**config.mk**
```make
export PLATFORM = sky130hd
export DESIGN_NAME = scb_config_regs
export DESIGN_NICKNAME = d
export VERILOG_FILES = /design/src/core/scb_pkg.sv /design/src/core/scb_pin_drive.sv /design/src/core/scb_config_regs.sv
export VERILOG_INCLUDE_DIRS = /design/src /design/src/core
export SDC_FILE = /design/constraint.sdc
export NUM_CORES = 1
export LEC_CHECK = 0
export ABC_AREA = 1
export BUFFER_PORTS_ARGS = -buffer_cell sky130_fd_sc_hd__buf_2
export CAP_MARGIN = 20
export CORE_MARGIN = 2
export CORE_UTILIZATION = 45
export CTS_CLUSTER_SIZE = 14
export DETAILED_ROUTE_END_ITERATION = 10
export SKIP_CTS_REPAIR_TIMING = 1
export SLEW_MARGIN = 25
export SYNTH_ARGS = -nofsm -noshare
export SYNTH_HDL_FRONTEND = slang
export SYNTH_HIERARCHICAL = 1
export SYNTH_SLANG_ARGS = --single-unit
```
**constraint.sdc**
```tcl
create_clock -name clk_sys -period 1.5 [get_ports clk_sys]
set_input_delay 0.15 -clock clk_sys [delete_from_list [all_inputs] [get_ports clk_sys]]
set_output_delay 0.15 -clock clk_sys [all_outputs]
set_load 0.02 [all_outputs]
```
**src/core/scb_map.svh**
```systemverilog
`ifndef SCB_MAP_SVH
`define SCB_MAP_SVH
// Notes on behaviour
// - address register bits 7:1 hold bus target address, writable by host
// - writing one to reset control bit 0 performs a soft reset
// - soft reset keeps the bus address, every other register defaults
// - soft reset bit clears itself after the reset, reads back zero
// - reset control bit 4 turns off the analog output
// - pin config bits 7:4 choose pin source: 0000,0011,0100,0110
// - pin config bits 3:2 choose pulls: off, pulldown, pullup, reserved
// - pin config bit 1 enables the pin input buffer
// - pin config bit 0 enables the pin driver, default one

// ----------------------------------------------------------------
// register offsets
// ----------------------------------------------------------------
`define SCB_OFS_ADDR        8'h00
`define SCB_OFS_RESET       8'h01
`define SCB_OFS_PIN0        8'h02

// ----------------------------------------------------------------
// field positions and reset values
// ----------------------------------------------------------------
`define SCB_RST_SOFT_BIT    0
`define SCB_RST_ADIS_BIT    4
`define SCB_PIN0_DEFAULT    8'h05
`define SCB_MODE_SW_OUT     4'h0
`define SCB_MODE_CLK_LOSS   4'h3
`define SCB_MODE_CLK_DET    4'h4
`define SCB_MODE_POR        4'h6
`define SCB_PULL_NONE       2'h0
`define SCB_PULL_DOWN       2'h1
`define SCB_PULL_UP         2'h2
`define SCB_BITS_PER_BYTE   4'h8
`endif

```
**src/core/scb_pkg.sv**
```systemverilog
package scb_pkg;
    // pin configuration register layout
    typedef struct packed {
        logic [3:0] mode;
        logic [1:0] pulls;
        logic       in_buf_en;
        logic       drv_en;
    } scb_pin_cfg_t;

    // status levels that the pin may carry out
    typedef struct packed {
        logic sw_out;
        logic clk_loss;
        logic clk_present;
        logic por;
    } scb_pin_src_t;

    // pad controls for the general purpose pin
    typedef struct packed {
        logic out;
        logic oe;
        logic pullup_en;
        logic pulldown_en;
        logic in_buf_en;
    } scb_pad_t;

    typedef enum logic [2:0] {
        SCB_IDLE, SCB_ADDR, SCB_ACK, SCB_WR_BYTE, SCB_RD_BYTE, SCB_RD_ACK
    } scb_state_t;
endpackage : scb_pkg

```
**src/core/scb_pin_drive.sv**
```systemverilog
`timescale 1ns/1ns
`include "scb_map.svh"
module scb_pin_drive (
    // clock and reset
    input  wire logic                  clk_sys,
    input  wire logic                  reset_n,
    // configuration and sources
    input  wire scb_pkg::scb_pin_cfg_t cfg,
    input  wire scb_pkg::scb_pin_src_t src,
    input  wire logic                  pin_in,
    // pad side
    output      scb_pkg::scb_pad_t     pad,
    output      logic                  pin_level
);
    import scb_pkg::*;

    scb_pad_t pad_ff;
    scb_pad_t nxt_pad;
    logic     level_ff;
    logic     nxt_level;

    // --------------------------------------------------------
    // pad control decode
    // --------------------------------------------------------
    // reserved codes drive low so the pin never floats to junk
    always_comb begin
        nxt_pad = '0;
        unique case (cfg.mode)
            `SCB_MODE_SW_OUT:   nxt_pad.out = src.sw_out;
            `SCB_MODE_CLK_LOSS: nxt_pad.out = src.clk_loss;
            `SCB_MODE_CLK_DET:  nxt_pad.out = src.clk_present;
            `SCB_MODE_POR:      nxt_pad.out = src.por;
            default:            nxt_pad.out = 1'b0;
        endcase
        nxt_pad.oe          = cfg.drv_en;
        nxt_pad.pulldown_en = (cfg.pulls == `SCB_PULL_DOWN);
        nxt_pad.pullup_en   = (cfg.pulls == `SCB_PULL_UP);
        nxt_pad.in_buf_en   = cfg.in_buf_en;
        // a disabled input buffer presents a quiet zero inside
        nxt_level = cfg.in_buf_en & pin_in;
    end

    // registered pad controls
    always_ff @(posedge clk_sys) begin
        if (!reset_n) begin
            pad_ff   <= '0;
            level_ff <= 1'b0;
        end else begin
            pad_ff   <= nxt_pad;
            level_ff <= nxt_level;
        end
    end

    assign pad       = pad_ff;
    assign pin_level = level_ff;
endmodule : scb_pin_drive

```
**src/core/scb_config_regs.sv**
```systemverilog
`timescale 1ns/1ns
`include "scb_map.svh"
module scb_config_regs #(
    // arbitrary neutral power-up bus address
    parameter logic [6:0] TARGET_ADDR_DEFAULT = 7'h2A
) (
    // clock and reset
    input  wire logic clk_sys,
    input  wire logic reset_n,
    // serial management bus
    input  wire logic scl,
    input  wire logic sda_in,
    output      logic sda_out,
    output      logic sda_oe,
    input  wire logic bus_chip_select,
    // status sources for the pin
    input  wire logic software_output_bit,
    input  wire logic input_clock_loss,
    input  wire logic input_clock_present,
    input  wire logic power_on_reset_flag,
    // general purpose pin
    input  wire logic aux_pin0_in,
    output      logic aux_pin0_out,
    output      logic aux_pin0_driver_on,
    output      logic aux_pin0_pullup_en,
    output      logic aux_pin0_pulldown_en,
    output      logic aux_pin0_in_buf_en,
    output      logic aux_pin0_level,
    // analog side controls
    output      logic analog_output_disable,
    output      logic soft_reset_pulse
);
    import scb_pkg::*;

    // --------------------------------------------------------
    // state
    // --------------------------------------------------------
    scb_state_t   state_ff,    nxt_state;
    logic [7:0]   shift_ff,    nxt_shift;
    logic [3:0]   bitcnt_ff,   nxt_bitcnt;
    logic [7:0]   ptr_ff,      nxt_ptr;
    logic         ptr_set_ff,  nxt_ptr_set;
    logic         rw_ff,       nxt_rw;
    logic         ack_rd_ff,   nxt_ack_rd;
    logic         sda_oe_ff,   nxt_sda_oe;
    logic         scl_q_ff,    sda_q_ff;
    logic [6:0]   addr_ff,     nxt_addr;
    logic         adis_ff,     nxt_adis;
    logic         soft_ff,     nxt_soft;
    logic         pulse_ff,    nxt_pulse;
    scb_pin_cfg_t pin_cfg_ff,  nxt_pin_cfg;

    logic         start_det, stop_det, scl_rise, scl_fall;
    logic         wr_en;
    logic [7:0]   wr_data;
    logic [7:0]   rd_data;

    // --------------------------------------------------------
    // bus condition detection
    // --------------------------------------------------------
    // pins arrive synchronous, so one stage of history suffices
    assign start_det = scl & scl_q_ff & sda_q_ff & ~sda_in;
    assign stop_det  = scl & scl_q_ff & ~sda_q_ff & sda_in;
    assign scl_rise  = scl & ~scl_q_ff;
    assign scl_fall  = ~scl & scl_q_ff;

    // --------------------------------------------------------
    // read multiplexer
    // --------------------------------------------------------
    // pure decode of held values: a read changes nothing
    function automatic logic [7:0] reg_read(input logic [7:0] ofs);
        logic [7:0] v;
        v = 8'h00;
        unique case (ofs)
            `SCB_OFS_ADDR:  v = {addr_ff, 1'b0};
            `SCB_OFS_RESET: begin
                v[`SCB_RST_ADIS_BIT] = adis_ff;
                v[`SCB_RST_SOFT_BIT] = soft_ff;
            end
            `SCB_OFS_PIN0:  v = pin_cfg_ff;
            default:        v = 8'h00;
        endcase
        return v;
    endfunction : reg_read

    // a process, not an assign, so register updates are seen too
    always_comb begin
        rd_data = reg_read(ptr_ff);
    end

    // --------------------------------------------------------
    // protocol engine next state
    // --------------------------------------------------------
    always_comb begin
        nxt_state   = state_ff;
        nxt_shift   = shift_ff;
        nxt_bitcnt  = bitcnt_ff;
        nxt_ptr     = ptr_ff;
        nxt_ptr_set = ptr_set_ff;
        nxt_rw      = rw_ff;
        nxt_ack_rd  = ack_rd_ff;
        nxt_sda_oe  = sda_oe_ff;
        wr_en       = 1'b0;
        wr_data     = shift_ff;
        if (start_det) begin
            nxt_state  = SCB_ADDR;
            nxt_bitcnt = 4'h0;
            nxt_sda_oe = 1'b0;
        end else if (stop_det) begin
            nxt_state  = SCB_IDLE;
            nxt_sda_oe = 1'b0;
        end else begin
            unique case (state_ff)
                SCB_IDLE: nxt_sda_oe = 1'b0;
                SCB_ADDR: begin
                    if (scl_rise) begin
                        nxt_shift  = {shift_ff[6:0], sda_in};
                        nxt_bitcnt = bitcnt_ff + 4'h1;
                    end else if (scl_fall &&
                                 bitcnt_ff == `SCB_BITS_PER_BYTE) begin
                        // only a selected device answers its address
                        if (bus_chip_select &&
                            shift_ff[7:1] == addr_ff) begin
                            nxt_rw      = shift_ff[0];
                            nxt_ptr_set = 1'b0;
                            nxt_sda_oe  = 1'b1;
                            nxt_state   = SCB_ACK;
                        end else begin
                            nxt_state = SCB_IDLE;
                        end
                    end
                end
                SCB_ACK: begin
                    if (scl_fall) begin
                        nxt_bitcnt = 4'h0;
                        if (rw_ff) begin
                            // first data bit goes out on this edge
                            nxt_shift  = rd_data;
                            nxt_sda_oe = ~rd_data[7];
                            nxt_state  = SCB_RD_BYTE;
                        end else begin
                            nxt_sda_oe = 1'b0;
                            nxt_state  = SCB_WR_BYTE;
                        end
                    end
                end
                SCB_WR_BYTE: begin
                    if (scl_rise) begin
                        nxt_shift  = {shift_ff[6:0], sda_in};
                        nxt_bitcnt = bitcnt_ff + 4'h1;
                    end else if (scl_fall &&
                                 bitcnt_ff == `SCB_BITS_PER_BYTE) begin
                        // first byte sets the pointer, later ones write
                        if (!ptr_set_ff) begin
                            nxt_ptr     = shift_ff;
                            nxt_ptr_set = 1'b1;
                        end else begin
                            wr_en   = 1'b1;
                            nxt_ptr = ptr_ff + 8'h01;
                        end
                        nxt_sda_oe = 1'b1;
                        nxt_state  = SCB_ACK;
                    end
                end
                SCB_RD_BYTE: begin
                    if (scl_rise) begin
                        nxt_bitcnt = bitcnt_ff + 4'h1;
                    end else if (scl_fall) begin
                        if (bitcnt_ff == `SCB_BITS_PER_BYTE) begin
                            nxt_sda_oe = 1'b0;
                            nxt_ptr    = ptr_ff + 8'h01;
                            nxt_state  = SCB_RD_ACK;
                        end else begin
                            nxt_shift  = {shift_ff[6:0], 1'b0};
                            nxt_sda_oe = ~shift_ff[6];
                        end
                    end
                end
                SCB_RD_ACK: begin
                    if (scl_rise) begin
                        nxt_ack_rd = ~sda_in;
                    end else if (scl_fall) begin
                        nxt_bitcnt = 4'h0;
                        if (ack_rd_ff) begin
                            nxt_shift  = rd_data;
                            nxt_sda_oe = ~rd_data[7];
                            nxt_state  = SCB_RD_BYTE;
                        end else begin
                            nxt_state = SCB_IDLE;
                        end
                    end
                end
            endcase
        end
    end

    // protocol engine registers
    always_ff @(posedge clk_sys) begin
        if (!reset_n) begin
            state_ff   <= SCB_IDLE;
            shift_ff   <= 8'h00;
            bitcnt_ff  <= 4'h0;
            ptr_ff     <= 8'h00;
            ptr_set_ff <= 1'b0;
            rw_ff      <= 1'b0;
            ack_rd_ff  <= 1'b0;
            sda_oe_ff  <= 1'b0;
            scl_q_ff   <= 1'b1;
            sda_q_ff   <= 1'b1;
        end else begin
            state_ff   <= nxt_state;
            shift_ff   <= nxt_shift;
            bitcnt_ff  <= nxt_bitcnt;
            ptr_ff     <= nxt_ptr;
            ptr_set_ff <= nxt_ptr_set;
            rw_ff      <= nxt_rw;
            ack_rd_ff  <= nxt_ack_rd;
            sda_oe_ff  <= nxt_sda_oe;
            scl_q_ff   <= scl;
            sda_q_ff   <= sda_in;
        end
    end

    // --------------------------------------------------------
    // register file next state
    // --------------------------------------------------------
    // soft reset waits for the stop so the write still gets its ack
    always_comb begin
        nxt_addr    = addr_ff;
        nxt_adis    = adis_ff;
        nxt_soft    = soft_ff;
        nxt_pin_cfg = pin_cfg_ff;
        nxt_pulse   = 1'b0;
        if (wr_en) begin
            unique case (ptr_ff)
                `SCB_OFS_ADDR:  nxt_addr = wr_data[7:1];
                `SCB_OFS_RESET: begin
                    nxt_adis = wr_data[`SCB_RST_ADIS_BIT];
                    nxt_soft = wr_data[`SCB_RST_SOFT_BIT];
                end
                `SCB_OFS_PIN0:  nxt_pin_cfg = wr_data;
                default:        nxt_addr = addr_ff;
            endcase
        end
        if (soft_ff && stop_det) begin
            // everything but the address returns to power-up values
            nxt_adis    = 1'b0;
            nxt_pin_cfg = `SCB_PIN0_DEFAULT;
            nxt_soft    = 1'b0;
            nxt_pulse   = 1'b1;
        end
    end

    // register file storage
    always_ff @(posedge clk_sys) begin
        if (!reset_n) begin
            addr_ff    <= TARGET_ADDR_DEFAULT;
            adis_ff    <= 1'b0;
            soft_ff    <= 1'b0;
            pulse_ff   <= 1'b0;
            pin_cfg_ff <= `SCB_PIN0_DEFAULT;
        end else begin
            addr_ff    <= nxt_addr;
            adis_ff    <= nxt_adis;
            soft_ff    <= nxt_soft;
            pulse_ff   <= nxt_pulse;
            pin_cfg_ff <= nxt_pin_cfg;
        end
    end

    // --------------------------------------------------------
    // pin driver
    // --------------------------------------------------------
    scb_pin_src_t pin_src;
    scb_pad_t     pin_pad;

    assign pin_src = '{sw_out:      software_output_bit,
                       clk_loss:    input_clock_loss,
                       clk_present: input_clock_present,
                       por:         power_on_reset_flag};

    scb_pin_drive u_pin0 (
        .clk_sys   (clk_sys),
        .reset_n   (reset_n),
        .cfg       (pin_cfg_ff),
        .src       (pin_src),
        .pin_in    (aux_pin0_in),
        .pad       (pin_pad),
        .pin_level (aux_pin0_level)
    );

    // --------------------------------------------------------
    // outputs
    // --------------------------------------------------------
    // open drain: the data line is only ever pulled low
    assign sda_out               = 1'b0;
    assign sda_oe                = sda_oe_ff;
    assign aux_pin0_out          = pin_pad.out;
    assign aux_pin0_driver_on    = pin_pad.oe;
    assign aux_pin0_pullup_en    = pin_pad.pullup_en;
    assign aux_pin0_pulldown_en  = pin_pad.pulldown_en;
    assign aux_pin0_in_buf_en    = pin_pad.in_buf_en;
    assign analog_output_disable = adis_ff;
    assign soft_reset_pulse      = pulse_ff;
endmodule : scb_config_regs

```
* Word level (Yosys, flattened, before mapping)
Index checks and enable logic that the tools add are counted.
Widths: inputs -> output; s select.
** Operators by class
- Bitwise logic cells :: 18
- Reduce and logical (&&, ||, !) cells :: 29
- Multiplexer cells :: 67
- Add/sub/neg operators :: 2
- Equality and inequality tests :: 40
** Operator list (number)
- $mux 8 :: 15
- $ne 4x4->1 const B :: 10
- $mux 3 :: 12
- $reduce_and 11->1 :: 3
- $pmux 8 s4 :: 1
- $ne 2x2->1 const B :: 14
- $mux 1 :: 25
- $pmux 8 s2 :: 1
- $reduce_and 8->1 :: 2
- $pmux 3 s5 :: 1
- $mux 4 :: 3
- $pmux 3 s2 :: 2
- $pmux 4 s3 :: 1
- $reduce_and 12->1 :: 1
- $not 1->1 :: 10
- $add 8x1->8 const B :: 1
- $and 1x1->1 :: 8
- $eq 4x3->1 const B :: 2
- $eq 8x1->1 const B :: 1
- $eq 8x2->1 const B :: 1
- $logic_not 8->1 :: 1
- $reduce_and 4->1 :: 2
- $eq 7x7->1 :: 1
- $reduce_bool 7->1 :: 1
- other kinds (25) :: 37
** Storage, ports and cells
- Register bits :: 53
- Logic and storage cells :: 181
- Output and inout bits :: 10

* Longest topological paths before layout
- Depth after elaboration :: 9
- Gate-level depth with buffers :: 12
- Mapped depth without buffers :: 12

* Modules after synthesis
The synthesis kept the hierarchy.
** By module, submodules not included
- scb_config_regs :: cells each 442, times used 1, area an instance 2778.9 um2, sequential area each 940.9 um2
- scb_pin_drive :: cells each 33, times used 1, area an instance 225.2 um2, sequential area each 120.1 um2

* Least setup slack after synthesis
Ideal clock, no wire load.
- Kind :: reg-to-reg
- Start :: register ptr_ff[0]
- End :: register pin_cfg_ff[1] (netlist bit)
- Buffers on the path :: 1
- Library setup time :: 0.070 ns
- Arrival time :: 1.451 ns
- Stages on the path, launching flop included :: 10
- Slack :: -0.021 ns
- Path through :: dfxtp_1 > inv_1 > ha_1 > inv_1 > nor2_1 > nand2_1 > nor2_2 > buf_4 > o21ai_0 > a21oi_1
** On the way
- Word-level cells in the longest chain between the ends :: 2
** Ends and longest elaborated chain
- from (decl) :: RTL line scb_config_regs.sv:41 : logic [7:0] ptr_ff, nxt_ptr;
- from (signal assigned) :: RTL line scb_config_regs.sv:214 : ptr_ff <= nxt_ptr;
- $eq 8x2->1 :: RTL line scb_config_regs.sv:235 : unique case (ptr_ff)
- $reduce_and 2->1 (no source line)
- to (signal assigned) :: RTL line scb_config_regs.sv:261 : pin_cfg_ff <= `SCB_PIN0_DEFAULT;
- to (signal assigned) :: RTL line scb_config_regs.sv:267 : pin_cfg_ff <= nxt_pin_cfg;
- to (decl) :: RTL line scb_config_regs.sv:51 : scb_pin_cfg_t pin_cfg_ff, nxt_pin_cfg;
No other way between the ends.
A chain may end at the register's enable or synchronous reset.

* Worst setup path after layout
- Start :: register bitcnt_ff[0]
- End :: register shift_ff[6]
** On the way
- Word-level cells in the longest chain between the ends :: 3
** Ends and longest elaborated chain
- from (decl) :: RTL line scb_config_regs.sv:40 : logic [3:0] bitcnt_ff, nxt_bitcnt;
- from (signal assigned) :: RTL line scb_config_regs.sv:213 : bitcnt_ff <= nxt_bitcnt;
- $eq 4x4->1 (no source line)
- $ne 2x2->1 (no source line)
- $reduce_and 12->1 (no source line)
- to (signal assigned) :: RTL line scb_config_regs.sv:212 : shift_ff <= nxt_shift;
- to (decl) :: RTL line scb_config_regs.sv:39 : logic [7:0] shift_ff, nxt_shift;
No other way between the ends.

==> metrics.md <==
| Metric | Value |
|---|---|
| Async set-or-reset flop fraction in the synthesized netlist | 0% |
| Data arrival time at the worst-slack endpoint | 1.83 ns |
| Fraction of power consumed by the clock network | 21.8% |
| GRT Overall Usage | 22.4% |
| Count of antenna-violating nets left after detailed routing | 0 |
| Worst voltage drop across the vdd grid | 0.000661 V |
| Effective utilization at floorplan | 47.0% |
| Final min period | 1.62 ns |
| Number of distinct standard cells referenced by the synthesized netlist | 31 |
| # H-tree levels | 2 |
| Category of the critical setup timing path | register to register |
| CP peak stage delay | 0.34 ns |
| Synthesis-to-layout area growth | 37.4% |
| Max Cap Viol | 0 |
| Category of cells accounting for the largest share of critical-path delay | simple AND/OR/NAND/NOR gates |
| Gr ovfl total | 0 |
| Dpl cell area | 3540 um2 |
| Most numerous cell on the critical path | sky130_fd_sc_hd__nor2_1 |
| DRC violations left | 0 |
| Ant diodes | 0 |
| Count of port buffers added during placement | 18 |
| Startpoint types | register |
| Total wirelength of the detailed-routed design | 8660 um |
| Commonest register cell after synthesis | sky130_fd_sc_hd__dfxtp_1 |
| Final weighted congestion of routability-driven global placement | 0.931 |
| Final number of max-transition violations | 0 |
| Iteration-0 DRC count of the detailed router | 191 |
| TritonCTS buffer count | 5 |
| Fmax | 0.617 GHz |
| Seq cells post-synth | 53 |
| Utilization after layout | 64.7% |
| Net count reported at finish | 575 |
| Sequential fraction of design power | 31.1% |
| DR WL/cell | 13.6 um |
| Fraction of final layout cells sized beyond drive strength 1 | 33.3% |
| Sequential cell area fraction in the yosys report | 35.3% |
| Internal portion of total power | 3.17 mW |
| YS warnings | 6 |
| Post-Syn Area | 3000 um2 |
| Number of placed I/O pins | 20 |
| Global-route wire length before repair | 13300 um |
| Required @ worst endpoint | 1.71 ns |
| Violations in the final reports | negative setup slack |
| RSZ-0062 raised after global routing | yes |
| Fin worst setup slack | -0.121 ns |
| Die X-Extent | 85.7 um |
| Hold Vio Cnt, Final | 0 |
| Share of total power in combinational logic | 47.1% |
| Post-route cell area | 4130 um2 |
| Antenna violations before repair | 0 |
| Number of fillers in the final layout | 566 |
| Post-detailed-route via-to-cell ratio | 5.14 |
| Reg-to-reg setup timing slack | -0.12 ns |
| Fraction of power spent switching nets | 39.7% |
| Net switching power | 2.09 mW |
| Area inside the core boundary | 6390 um2 |
| Worst clock skew | 0.0102 ns |
| DP Worst Slack | -0.157 ns |
| Pre-Repair DR Iteration Count | 5 |
| Status | finished with violations |
| CTS tree | yes |
| Crit path max-delay cell type | sky130_fd_sc_hd__dfxtp_2 |
| Largest net degree at the start of global routing | 22 |
| Chain of cells forming the critical path | inv_2, ha_4, nand3b_1, o21ai_0, nor2_2, buf_4, nand3_4, nor2_1, nor2_1 |
| Number of enable-type register cells in the synthesized netlist | 0 |
| Number of sinks handled by clock tree synthesis | 53 |
| Number of nets in the synthesized netlist | 492 |
| Buf/Inv on CP | 2 |
| Maximum count of clock buffers along a single path | 2 |
| Height of the chip | 85.7 um |
| Crit share post-route | 108% |
| Hpwl dp | 5980 um |
| Setup violations, final | 30 |
| Clock slew at the register clock pins of the worst setup and hold paths | 0.09 ns |
| Power per unit of standard cell area | 1280 nW/um2 |
| Root Buffer Master | sky130_fd_sc_hd__clkbuf_8 |
| Largest fanout on the critical path | 8 |
| Vias after detailed routing | 3272 |
| Total Die Area | 7350 um2 |
| LEAKAGE | 1.93 nW |
| Rows | 29 |
| Clock insertion delay at the later pin of the skew report | 0.31 ns |
| Path type of the worst min-delay path | input port to register |
| Number of global-route vias before repair | 2862 |
| Mean Syn Cell Area | 6.32 um2 |
| Final hold slack | 0.0461 ns |
| Number of instances in the synthesized netlist | 475 |
| Type of destination of the critical path | register |
worst register-to-register path: stages, from the launching register on:
cell and delay [ns]:
sky130_fd_sc_hd__dfxtp_2 0.34, sky130_fd_sc_hd__inv_2 0.05, sky130_fd_sc_hd__ha_4 0.15, sky130_fd_sc_hd__nand3b_1 0.15
sky130_fd_sc_hd__o21ai_0 0.15, sky130_fd_sc_hd__nor2_2 0.19, sky130_fd_sc_hd__buf_4 0.16, sky130_fd_sc_hd__nand3_4 0.14
sky130_fd_sc_hd__nor2_1 0.13, sky130_fd_sc_hd__nor2_1 0.05
cells in the final DEF (no fill, tap or decap), types with 12 or more instances in the layout:
cell and n:
sky130_fd_sc_hd__nand2_1 119, sky130_fd_sc_hd__buf_4 59, sky130_fd_sc_hd__nor2_1 51, sky130_fd_sc_hd__inv_1 50, sky130_fd_sc_hd__dfxtp_1 40, sky130_fd_sc_hd__o21ai_0 29
sky130_fd_sc_hd__a21oi_1 24, sky130_fd_sc_hd__nand3_1 23, sky130_fd_sc_hd__buf_2 18, sky130_fd_sc_hd__inv_2 13, sky130_fd_sc_hd__nor2_4 13, sky130_fd_sc_hd__dfxtp_2 12
path summary, 6_finish.rpt:
kind	from	endpoint	depth (start not counted)
worst max-delay path	bitcnt_ff[0]	shift_ff[6]	9
worst min-delay path	aux_pin0_in	u_pin0/pin_level	3
worst min register to register	pin_cfg_ff[0]	u_pin0/pad[3]	2
worst max register to register	bitcnt_ff[0]	shift_ff[6]	9
flip-flops by register name, summed over array words and instances, names as in the netlist, 3 cells and up:
signal,cells
pin_cfg_ff,8
ptr_ff,8
shift_ff,8
addr_ff,7
u_pin0/pad,5
bitcnt_ff,4
state_ff,3
per-stage QoR:
step | TNS (ns) | instances | total power, mW
global route | -4.86 | 636 | 5.62
detailed placement | -2.91 | 612 | 3.64
CTS | -3.70 | 620 | 4.79
finish | -1.47 | 636 | 5.27
floorplan | 0 | 475 | 2.95
global placement | -2.05 | 612 | 3.63
cells in the mapped netlist, types with 2 or more instances:
library cell,count,area share [%]
sky130_fd_sc_hd__inv_2,6,0.75
sky130_fd_sc_hd__dfxtp_1,53,35
sky130_fd_sc_hd__nor2_2,6,1.2
sky130_fd_sc_hd__nor3_1,4,0.67
sky130_fd_sc_hd__nand3_1,32,5.3
sky130_fd_sc_hd__nand2_1,128,16
sky130_fd_sc_hd__buf_4,4,1.0
sky130_fd_sc_hd__nand3b_1,2,0.50
sky130_fd_sc_hd__ha_1,7,2.9
sky130_fd_sc_hd__o211ai_1,3,0.75
sky130_fd_sc_hd__buf_2,2,0.33
sky130_fd_sc_hd__clkbuf_1,3,0.37
sky130_fd_sc_hd__xor2_1,2,0.58
sky130_fd_sc_hd__nand2_2,4,0.83
sky130_fd_sc_hd__a21oi_1,33,5.5
sky130_fd_sc_hd__inv_1,58,7.2
sky130_fd_sc_hd__nor2_4,3,1.1
sky130_fd_sc_hd__nand4_1,6,1.2
sky130_fd_sc_hd__o21ai_1,4,0.67
sky130_fd_sc_hd__a31oi_1,2,0.42
sky130_fd_sc_hd__nor2_1,65,8.1
sky130_fd_sc_hd__o21ai_0,39,6.5
routing by layer:
metal  wire (um)  vias up  GRT usage, %
met2        4130       68          37.1
met4         150        0          6.64
met1        4050     1512          31.0
met5           0        -             0
met3         328       13          2.31
li1            -     1679             -
cell type report:
class	instances	area, um2	share of cell area [%]
well taps	77	96.3	2.33
clock buffers	5	68.8	1.67
clock inverters	3	65.1	1.58
multi-input cells	349	1930	46.8
repair buffers	85	646	15.6
flip-flops and latches	53	1080	26.2
inverters	64	243	5.88
power by group through the flow:
stage          Sequential, mW  Clock [mW]  Combinational, mW
6_report                 1.64        1.15               2.48
5_1_grt                  1.65        1.22               2.75
4_1_cts                  1.62        1.18               2.00
3_5_place_dp             1.65           0               1.99
3_3_place_gp             1.65           0               1.98
2_1_floorplan            1.68           0               1.27
logic make-up after synthesis:
kind of cell    Yosys count  synth area share (%)
simple gates            252                  35.9
compound gates           85                  14.8
buf+inv                  74                  10.1
flops                    53                  35.3
fa+ha+maj                 7                  2.92
xor+xnor                  3                 0.875
other cells               1                 0.125
No activity file was read; power rests on OpenSTA's default activity.
